==> config.mk <==
export PLATFORM = sky130hd
export DESIGN_NAME = ddc_preset_select_config
export DESIGN_NICKNAME = d
export VERILOG_FILES = /design/src/logic/ddc_preset_pkg.sv /design/src/logic/ddc_preset_select_config.sv
export SDC_FILE = /design/constraint.sdc
export NUM_CORES = 1
export LEC_CHECK = 0
export BUFFER_PORTS_ARGS = -buffer_cell sky130_fd_sc_hd__buf_4
export CAP_MARGIN = 5
export CORE_AREA = 2 2 243 245
export CTS_BUF_LIST = sky130_fd_sc_hd__clkbuf_16
export DETAILED_ROUTE_END_ITERATION = 10
export DIE_AREA = 0 0 245 247
export GPL_ROUTABILITY_DRIVEN = 0
export PLACE_DENSITY = 0.45
export SLEW_MARGIN = 20
export SYNTH_ARGS = -nofsm -noshare
export SYNTH_HDL_FRONTEND = slang
export SYNTH_SLANG_ARGS = --single-unit
==> constraint.sdc <==
create_clock -name mclk -period 3.8 [get_ports mclk]
set_clock_uncertainty 0.15 [all_clocks]
set_input_delay 0.57 -clock mclk [delete_from_list [all_inputs] [get_ports mclk]]
set_output_delay 0.57 -clock mclk [all_outputs]
set_load 0.01 [all_outputs]
==> src/logic/ddc_preset_pkg.sv <==
// Constants, register map and carrier types for the preset select block.
// Assumes a 32-bit APB slave with word-aligned registers.
package ddc_preset_pkg;

    // ------------------------------------------------------------------
    // Register indices and byte addresses
    // ------------------------------------------------------------------
    localparam logic [11:0] PRESET_SOURCE_CONTROL_IDX = 12'h20c;
    localparam logic [11:0] PRESET_INDEX_SELECT_IDX = 12'h20d;
    localparam logic [11:0] RATIONAL_STEP_DIVISOR_IDX = 12'h20e;
    localparam logic [11:0] PRESET_STATUS_IDX = 12'h210;
    localparam logic [11:0] PRESET_SOURCE_CONTROL_ADDR =
        {PRESET_SOURCE_CONTROL_IDX[9:0], 2'b00};
    localparam logic [11:0] PRESET_INDEX_SELECT_ADDR =
        {PRESET_INDEX_SELECT_IDX[9:0], 2'b00};
    localparam logic [11:0] RATIONAL_STEP_DIVISOR_ADDR =
        {RATIONAL_STEP_DIVISOR_IDX[9:0], 2'b00};
    localparam logic [11:0] PRESET_STATUS_ADDR =
        {PRESET_STATUS_IDX[9:0], 2'b00};

    // ------------------------------------------------------------------
    // Field positions, widths and reset values
    // ------------------------------------------------------------------
    localparam int SOURCE_BIT = 0;
    localparam int INDEX_W = 3;
    localparam int DIVISOR_W = 16;
    localparam int FREQ_W = 32;
    localparam int PHASE_W = 16;
    localparam int DELAY_W = 8;
    localparam int PRESET_COUNT = 8;
    localparam int STATUS_ACTIVE_LSB = 0;
    localparam int STATUS_UNSURE_BIT = 3;
    localparam int STATUS_DIVHIGH_BIT = 4;
    localparam logic SOURCE_RESET = 1'b0;
    localparam logic [2:0] INDEX_RESET = 3'h0;
    localparam logic [15:0] DIVISOR_RESET = 16'h0000;
    localparam logic [15:0] DIVISOR_LIMIT = 16'h2000;

    // ------------------------------------------------------------------
    // Carrier types
    // ------------------------------------------------------------------
    typedef logic [INDEX_W-1:0] presetIdx_t;

    typedef struct packed {
        logic [FREQ_W-1:0] frequencyWord;
        logic [PHASE_W-1:0] phaseOffset;
        logic [DELAY_W-1:0] downconverterDelay;
    } presetCfg_t;

    typedef struct packed {
        logic [FREQ_W-1:0] frequencyWord;
        logic [FREQ_W-1:0] phaseOffset;
        logic [DELAY_W-1:0] downconverterDelay;
    } activeCfg_t;

endpackage

==> src/logic/ddc_preset_select_config.sv <==
// Preset source/index selection and the shared rational step divisor.
// Assumes an APB master on mclk; preset tables and the serial link
// live elsewhere and are joined through plain ports.
`timescale 1ns/1ps

// Behaviour
// - Source bit 0: active preset comes from the three select pins.
// - Source bit 1: active preset comes from the software index.
// - Eight presets 0..7; frequency and phase follow the active one.
// - Down-converter delay follows the active preset.
// - Software index is bits 2-0, reset 000, used when source is 1.
// - One 16-bit step divisor in bits 15-0, shared by all presets.
// - Frequency word is 32 bits; divisor gives exact steps.
// - 16-bit phase offset is MSB-justified into a 32-bit word.
// - Frequency change while link runs leaves phase non-deterministic.
module ddc_preset_select_config #(
    parameter int ADDR_W = 12
) (
    input wire logic mclk,
    input wire logic rst,
    input wire logic psel,
    input wire logic penable,
    input wire logic pwrite,
    input wire logic [ADDR_W-1:0] paddr,
    input wire logic [31:0] pwdata,
    input wire logic [3:0] pstrb,
    output logic [31:0] prdata,
    output logic pready,
    output logic pslverr,
    input wire logic [2:0] presetSelectPins,
    input wire logic linkRunning,
    input wire ddc_preset_pkg::presetCfg_t presetTable [8],
    output ddc_preset_pkg::presetIdx_t activePreset,
    output ddc_preset_pkg::activeCfg_t activeCfg,
    output logic [15:0] rationalStepDivisor
);

    // ------------------------------------------------------------------
    // Address decode
    // ------------------------------------------------------------------
    // Shared by the write path, the read path and the error answer
    function automatic logic [2:0] decodeReg(input logic [ADDR_W-1:0] a);
        logic [2:0] sel;
        sel = 3'h0;
        case (a)
            ADDR_W'(ddc_preset_pkg::PRESET_SOURCE_CONTROL_ADDR): sel = 3'h1;
            ADDR_W'(ddc_preset_pkg::PRESET_INDEX_SELECT_ADDR): sel = 3'h2;
            ADDR_W'(ddc_preset_pkg::RATIONAL_STEP_DIVISOR_ADDR): sel = 3'h3;
            ADDR_W'(ddc_preset_pkg::PRESET_STATUS_ADDR): sel = 3'h4;
            default: sel = 3'h0;
        endcase
        return sel;
    endfunction

    logic [2:0] regSel;
    logic accessPhase;
    logic setupPhase;
    logic wrEn;

    // Zero-wait slave; unmapped addresses answer with an error
    assign regSel = decodeReg(paddr);
    assign setupPhase = psel && !penable;
    assign accessPhase = psel && penable;
    assign wrEn = accessPhase && pwrite && (regSel != 3'h0);
    assign pready = 1'b1;
    assign pslverr = accessPhase && (regSel == 3'h0);

    // ------------------------------------------------------------------
    // Pin synchroniser and control registers
    // ------------------------------------------------------------------
    logic [2:0] pinMeta_q, pinSync_q;
    logic presetSource_q, presetSource_d;
    ddc_preset_pkg::presetIdx_t presetIndex_q, presetIndex_d;
    logic [15:0] divisor_q, divisor_d;
    ddc_preset_pkg::presetIdx_t active_q, active_d;
    ddc_preset_pkg::activeCfg_t cfg_q, cfg_d;
    logic unsure_q, unsure_d;
    logic [31:0] rdata_q, rdata_d;
    logic freqChange;

    // Next values: byte lane 0 carries the 8-bit fields
    always_comb begin
        presetSource_d = presetSource_q;
        presetIndex_d = presetIndex_q;
        divisor_d = divisor_q;
        if (wrEn && regSel == 3'h1 && pstrb[0]) begin
            presetSource_d = pwdata[ddc_preset_pkg::SOURCE_BIT];
        end
        if (wrEn && regSel == 3'h2 && pstrb[0]) begin
            presetIndex_d = pwdata[2:0];
        end
        if (wrEn && regSel == 3'h3) begin
            if (pstrb[0]) begin
                divisor_d[7:0] = pwdata[7:0];
            end
            if (pstrb[1]) begin
                divisor_d[15:8] = pwdata[15:8];
            end
        end
    end

    // Source mux; a pin change reaches active_q three edges after it lands
    always_comb begin
        if (presetSource_q) begin
            active_d = presetIndex_q;
        end else begin
            active_d = pinSync_q;
        end
    end

    // Pick the active preset; phase is MSB-justified for the accumulator
    always_comb begin
        cfg_d.frequencyWord =
            presetTable[active_q].frequencyWord;
        cfg_d.phaseOffset = {presetTable[active_q].phaseOffset,
            16'h0000};
        cfg_d.downconverterDelay =
            presetTable[active_q].downconverterDelay;
    end

    // Sticky flag: a new frequency while the link runs spoils phase;
    // set wins over a same-cycle write-one-to-clear
    assign freqChange = cfg_d.frequencyWord != cfg_q.frequencyWord;
    always_comb begin
        unsure_d = unsure_q;
        if (wrEn && regSel == 3'h4 && pstrb[0]
            && pwdata[ddc_preset_pkg::STATUS_UNSURE_BIT]) begin
            unsure_d = 1'b0;
        end
        if (linkRunning && freqChange) begin
            unsure_d = 1'b1;
        end
    end

    // Read data captured in setup so prdata is a flop in the access cycle
    always_comb begin
        rdata_d = rdata_q;
        if (setupPhase && !pwrite) begin
            rdata_d = 32'h0000_0000;
            case (regSel)
                3'h1: rdata_d[ddc_preset_pkg::SOURCE_BIT] = presetSource_q;
                3'h2: rdata_d[2:0] = presetIndex_q;
                3'h3: rdata_d[15:0] = divisor_q;
                3'h4: begin
                    rdata_d[2:0] = active_q;
                    rdata_d[ddc_preset_pkg::STATUS_UNSURE_BIT] = unsure_q;
                    rdata_d[ddc_preset_pkg::STATUS_DIVHIGH_BIT] =
                        divisor_q > ddc_preset_pkg::DIVISOR_LIMIT;
                end
                default: rdata_d = 32'h0000_0000;
            endcase
        end
    end

    // Registers; pins pass through two flops before use
    always_ff @(posedge mclk) begin
        pinMeta_q <= presetSelectPins;
        pinSync_q <= pinMeta_q;
        if (rst) begin
            presetSource_q <= ddc_preset_pkg::SOURCE_RESET;
            presetIndex_q <= ddc_preset_pkg::INDEX_RESET;
            divisor_q <= ddc_preset_pkg::DIVISOR_RESET;
            active_q <= 3'h0;
            cfg_q <= '0;
            unsure_q <= 1'b0;
            rdata_q <= 32'h0000_0000;
        end else begin
            presetSource_q <= presetSource_d;
            presetIndex_q <= presetIndex_d;
            divisor_q <= divisor_d;
            active_q <= active_d;
            cfg_q <= cfg_d;
            unsure_q <= unsure_d;
            rdata_q <= rdata_d;
        end
    end

    // Outputs straight from flops
    assign prdata = rdata_q;
    assign activePreset = active_q;
    assign activeCfg = cfg_q;
    assign rationalStepDivisor = divisor_q;
endmodule

==> impl_metrics.csv, run 1 <==
group,metric,value,unit
setup_path,cp_top_family,"simple AND/OR/NAND/NOR gates",
yosys,synthFlopType,"dfxtp_1",
setup_path,cp_num_cells,10,
die,die_h,247,um
clock_tree,htree_levels,3,
route,dr.pass1.iters,4,
sta,fin_crit,3.257,ns
power_and_ir_drop,p_leak,5.671,nW
power_and_ir_drop,p_total,3.287,mW
sta,drv_slew,0,
setup_path,crit_buf_inv,3,
grt,grt_max_degree,61,
setup_path,rr_worst_depth,10,
grt,grt_pass1_wl,56390,um
yosys,yosysSeqAreaShare,27.73,%
yosys,synth_cell_types,55,
route,drtIter0Drc,300,
yosys,synth_edf_count,0,
yosys,ys_warn_count,0,
route,wire_per_inst,20.71,um
placement,dpl.hpwl,35890,um
final_layout,area_growth_syn_to_layout,74.55,%
clock_tree,cts_hold_buf,0,
sta,finalSetupViolations,0,
route,drt-total-wl,42160,um
grt,antenna_found_initial,11,
die,die_w,245,um
placement,post-place-ws,0.5117,ns
yosys,synth_most_common_cell,"mux2i_1",
yosys,avgSynthCellArea,10.53,sq um
setup_path,crit_slowest_cell,"mux4_2",
route,num_vias,7979,
clock_tree,cts_setup_buffers,0,
setup_path,crit_path_cell_trace,"buf_12, mux4_2, or2_1, and3b_1, a2111oi_2, nand4_1, buf_4, nor4_2, buf_4, o21ai_1",
yosys,syn-instance-count,699,
clock_tree,ctsLongestPathBuffers,2,
die,rows,89,
yosys,ys_top_cells_by_count,"104 x mux2i_1, 102 x dfxtp_1, 91 x nor2_1",
die,ioPinCount,630,
yosys,yosysTopAreaCell,"dfxtp_1",
clock_tree,cts_root_buf,"clkbuf_16",
route,vias_per_cell,3.919,
sta,tightestPinTransition,0.6138,ns
power_and_ir_drop,ir_worst_vdd,0.2136,mV
placement,portBuffers,578,
clock_tree,cts_sinks,102,
setup_path,cpPeakStageDelay,0.56,ns
sta,finalSetupTns,0,ns
yosys,netlist.area_leader.share,27.73,%
die,initial_core_util,12.64,%
sta,fin_ws,0.5431,ns
die,die_area,60520,sq um
final_layout,final_nets,1762,
setup_path,path_class,"flip-flop to flip-flop",
clock_tree,cts_tree,"done",
setup_path,startpoint_type,"flip-flop",
grt,grt_usage,13.19,%
final_layout,utilization,22.07,%
run,max_cap_viol_count,0,
sta,timing.slew.headroom,58.70,%
clock_tree,cts-resized-gates,0,
sta,max_freq,307.0,MHz
yosys,synth_area_leaders,"dfxtp_1 28%, mux4_2 27%, mux2i_1 14%",
yosys,ys_ff_latch,102,
grt,grt_pass1_vias,7899,
sta,post-route-period-util,85.71,%
hold_path,hold_class,"input pin to flip-flop",
setup_path,cp_max_fo,39,
yosys,netlist_area,7363,sq um
setup_path,crit_arrival,3.38,ns
sta,hold_violations,0,
grt,grt-ovfl-total,0,
sta,rsz0062_at_grt,"no",
route,ant_nets,0,
route,drcViolationCount,0,
power_and_ir_drop,powerDensity,255.7,nW/um^2
outcome,status,"complete, no violations",
placement,placed_cell_area,12570,sq um
die,core,58240,sq um
clock_tree,clkTransAtPathRegs,0.09,ns
setup_path,cp.required,3.92,ns
clock_tree,cts_buffers,9,
setup_path,crit_path_end_kind,"flip-flop",
final_layout,fillerInstances,6359,
final_layout,finalInstanceArea,12850,sq um
hold_path,holdPathStages,1,
clock_tree,clock_latency,0.38,ns
final_layout,layout-drive-gt1-share,58.24,%
yosys,async_reset_ff_share,0,%
setup_path,cp_common_cell,"buf_4",
## worst reg2reg max path: stages, from the launching register on
cell and delay (ns):
dfxtp_4 0.47, buf_12 0.30, mux4_2 0.63, or2_1 0.26, and3b_1 0.19, a2111oi_2 0.35, nand4_1 0.16, buf_4 0.19
nor4_2 0.24, buf_4 0.16, o21ai_1 0.05
## through the flow
stage,std cells,hold WS [ns]
floorplan,730,0.1596
global placement,2019,0.1615
detailed placement,2019,0.1621
CTS,2035,0.09228
global route,2035,0.09696
finish,2036,0.1334
## report_power, final
part	total, mW	leakage [nW]	switching, mW	internal (mW)
Clock	0.975	0.142	0.519	0.456
Combinational	1.14	4.69	0.460	0.681
Sequential	1.17	0.843	0.0399	1.13
## registers in the layout, indices dropped and copies added, names as in the netlist
name	count
activePreset	3
pinSync_q	3
rationalStepDivisor	16
unsure_q	1
activeCfg	56
presetSource_q	1
prdata	16
presetIndex_q	3
pinMeta_q	3
## path summary, 6_finish.rpt
path / from / endpoint / slack (ns)
worst max-delay path: activePreset[0]$_SDFF_PP0_ / unsure_q$_SDFFE_PP0P_ / 0.54
worst min-delay path: presetSelectPins[0] / pinMeta_q[0]$_DFF_P_ / 0.13
worst max register to register: activePreset[0]$_SDFF_PP0_ / unsure_q$_SDFFE_PP0P_ / 0.54
worst min register to register: pinMeta_q[2]$_DFF_P_ / pinSync_q[2]$_DFF_P_ / 0.18
## per-layer routing
metal  vias to the layer above  routed length (um)  global-route usage, %
met5                         -                  34                      0
met4                         6                 505                  3.085
met3                        34                3050                  3.896
met2                       354               21400                  22.97
met1                      3887               17170                  15.89
li1                       3698                   -                      -
## cells by family after synthesis
family / count (synthesis) / synth area share, %
AO/OA/AOI/OAI: 83 / 7.681
XOR/XNOR: 11 / 1.309
buffers and inverters: 89 / 7.001
flip-flops: 102 / 27.73
multiplexers: 192 / 41.05
other: 2 / 0.1020
AND/OR/NAND/NOR: 220 / 15.12
## cell usage in the layout (no fill, tap or decap), types with 2 or more instances in the layout
master / Yosys / routed
buf_4: 41 / 597
mux2i_1: 104 / 104
dfxtp_1: 102 / 99
nor2_1: 91 / 91
mux4_2: 88 / 88
nand2_1: 35 / 35
conb_1: 2 / 33
a21oi_1: 31 / 31
a22oi_1: 23 / 23
and3_1: 17 / 17
nand3_1: 16 / 16
or2_2: 13 / 13
clkbuf_16: 0 / 9
or2_1: 8 / 8
o22a_1: 8 / 8
xnor2_1: 8 / 8
nor3_1: 6 / 6
nand4_1: 6 / 6
buf_12: 0 / 6
nor2b_1: 4 / 3
nor4_1: 3 / 3
and3b_1: 3 / 3
a21boi_0: 3 / 3
xor2_1: 3 / 3
dfxtp_4: 0 / 3
nand3b_1: 2 / 2
nand2b_1: 2 / 2
or4b_1: 2 / 2
a21o_1: 2 / 2
and2_1: 1 / 2
a221oi_1: 2 / 2
a222oi_1: 2 / 2
nor2_8: 2 / 2
o21ai_0: 2 / 2
o21ai_1: 2 / 2
a2111oi_2: 1 / 2
clkinv_2: 0 / 2
## cell type report
cell class	instances	area (sq um)	share of cell area (%)
Multi-Input combinational cell	539	4936	38.41
Inverter	2	7.507	0.05841
Timing Repair Buffer	603	4602	35.81
Sequential cell	102	2053	15.98
Clock buffer	9	225.2	1.752
Antenna cell	1	2.502	0.01947
Tap cell	773	967.2	7.525
Clock inverter	7	58.81	0.4576
Note: power is estimated with default switching activity, not from simulation.
==> run 2: changes to the inputs <==
Settings changed: CELL_PAD_IN_SITES_DETAIL_PLACEMENT set to 1, CELL_PAD_IN_SITES_GLOBAL_PLACEMENT set to 1, CORE_AREA 2 2 243 245 to 2 2 245 247, DIE_AREA 0 0 245 247 to 0 0 247 249, PLACE_DENSITY 0.45 to 0.55.
==> run 2 against run 1 <==
  * Non-clock buffer count increased by 4
  * Die area increased by 1.6%
  * First-iteration DRC count increased by 0.67%
  * Sequential share of layout area about the same
  * Sequential power about the same
  * Clock-buffer cell count unchanged
  * Hold slack improved by 0.0054 ns
  * Cell area about the same
  * Combinational power about the same
  * Power increased by 0.97%
  * Setup slack got worse by 0.035 ns
  * Cell count increased by 0.25%
  * Critical path type unchanged
  * Critical endpoint unchanged
==> impl_metrics.csv, run 2 (synthesis gave the netlist of run 1 again) <==
group,metric,value,unit
outcome,status,"complete, no violations",
die,core,58690,sq um
grt,grt_pass1_vias,8963,
final_layout,stdcell_count,2041,
hold_path,holdPathStages,1,
power_and_ir_drop,ir_worst_vdd,0.2172,mV
die,die_h,249,um
power_and_ir_drop,pwr-share-clk,30.7,%
power_and_ir_drop,p_switching,1.042,mW
sta,hold_violations,0,
sta,fin_crit,3.292,ns
setup_path,cp_max_fo,32,
route,dr.pass1.iters,6,
sta,timing.slew.headroom,43.20,%
power_and_ir_drop,p_total,3.319,mW
grt,grt_pass1_wl,58340,um
clock_tree,cts_tree,"done",
clock_tree,cts-resized-gates,0,
clock_tree,clock_latency,0.39,ns
die,die_w,247,um
setup_path,cp.required,3.93,ns
placement,dp_cells,2023,
die,ioPinCount,630,
route,ant_nets,0,
setup_path,rr_worst_depth,10,
final_layout,finalInstanceArea,12850,sq um
grt,grt_max_degree,69,
power_and_ir_drop,p_leak,5.683,nW
die,rows,89,
placement,post-place-ws,0.2295,ns
sta,finalSetupTns,0,ns
sta,post-route-period-util,86.63,%
clock_tree,clkTransAtPathRegs,0.09,ns
route,num_vias,7952,
final_layout,fillerInstances,6827,
power_and_ir_drop,internal_power,2.277,mW
setup_path,path_class,"flip-flop to flip-flop",
route,drcViolationCount,0,
clock_tree,cts_sinks,102,
final_layout,final_common_cell,"buf_4",
setup_path,crit_arrival,3.43,ns
grt,grt_usage,13.02,%
setup_path,r2r_setup_slack,0.51,ns
run,max_cap_viol_count,0,
placement,dpl.hpwl,34790,um
clock_tree,cts_buffers,9,
route,wire_per_inst,20.13,um
placement,portBuffers,578,
power_and_ir_drop,powerDensity,258.3,nW/um^2
power_and_ir_drop,sw_frac_of_total,31.39,%
clock_tree,ctsLongestPathBuffers,2,
clock_tree,htree_levels,3,
sta,rsz0062_at_grt,"no",
hold_path,hold_class,"input pin to flip-flop",
sta,hold-worst-slack,0.1388,ns
sta,finalSetupViolations,0,
grt,grt-ovfl-total,0,
route,drtIter0Drc,302,
clock_tree,cts_root_buf,"clkbuf_16",
setup_path,reg2reg_to,"unsure_q$_SDFFE_PP0P_",
power_and_ir_drop,power_frac_comb,33.5,%
hold_path,min_to,"pinMeta_q[2]$_DFF_P_",
clock_tree,cts_setup_buffers,0,
route,vias_per_cell,3.896,
sta,fin_ws,0.5080,ns
placement,placed_cell_area,12540,sq um
final_layout,area_growth_syn_to_layout,74.48,%
final_layout,layout-drive-gt1-share,58.37,%
sta,max_freq,303.8,MHz
final_layout,largest_reg_flops,56,
sta,drv_slew,0,
final_layout,final_nets,1766,
hold_path,worstHoldStart,"presetSelectPins[2]",
grt,antenna_found_initial,6,
route,drt-total-wl,41080,um
power_and_ir_drop,seqPwrFrac,35.8,%
sta,tightestPinTransition,0.8520,ns
setup_path,startpoint_type,"flip-flop",
die,initial_core_util,12.55,%
clock_tree,cts_hold_buf,0,
setup_path,rr_startpoint,"activePreset[2]$_SDFF_PP0_",
final_layout,final_cell_mix,"605 x buf_4, 104 x mux2i_1, 99 x dfxtp_1, 91 x nor2_1, 88 x mux4_2",
die,die_area,61500,sq um
final_layout,utilization,21.89,%
setup_path,crit_path_end_kind,"flip-flop",
-- run 2: power groups by stage --
stage / clock network (mW) / logic (mW) / registers [mW]
2_1_floorplan: 0 / 0.500 / 1.21
3_3_place_gp: 0 / 1.12 / 1.21
3_5_place_dp: 0 / 1.13 / 1.22
4_1_cts: 1.11 / 1.14 / 1.19
5_1_grt: 1.14 / 1.21 / 1.20
6_report: 1.02 / 1.11 / 1.19
-- run 2: how the worst max path moves through the flow --
| stage | start | endpoint | slack, ns | cells past startpoint |
|---|---|---|---|---|
| final | activePreset[2]$_SDFF_PP0_ | unsure_q$_SDFFE_PP0P_ | 0.51 | 10 |
| after global routing | activePreset[0]$_SDFF_PP0_ | unsure_q$_SDFFE_PP0P_ | 0.16 | 9 |
| after CTS | activePreset[0]$_SDFF_PP0_ | unsure_q$_SDFFE_PP0P_ | 0.22 | 9 |
| after detailed placement | activePreset[0]$_SDFF_PP0_ | unsure_q$_SDFFE_PP0P_ | 0.23 | 9 |
| after global placement | activePreset[0]$_SDFF_PP0_ | unsure_q$_SDFFE_PP0P_ | 0.21 | 9 |
| after floorplan | paddr[9] | rationalStepDivisor[15]$_SDFFE_PP0P_ | 1.06 | 8 |
-- run 2: area by class of cell --
class,count,area (sq um),area share [%]
multi-input cells,539,4930,38.37
repair buffers,607,4582,35.66
flip-flops and latches,102,2053,15.98
well taps,773,967.2,7.528
clock buffers,9,225.2,1.753
clock inverters,7,77.57,0.6038
inverters,2,7.507,0.05843
diodes,2,5.005,0.03896
-- run 2: critical path, cell delays in order (launching register included) --
cell       delay (ns)
dfxtp_4          0.71
nor2b_2          0.23
buf_4            0.20
a22oi_1          0.20
buf_4            0.21
and3b_1          0.18
a2111oi_2        0.38
nand4_1          0.32
nor4_2           0.36
buf_4            0.17
o21ai_1          0.05
-- run 2: routing by layer --
layer  vias up  track usage, %  share of wire [%]
met5         -               0              0.032
met4         2           2.633                1.2
met3        29           3.738                6.8
met2       321           24.22                 53
met1      3896           14.54                 39
li1       3704               -                  -
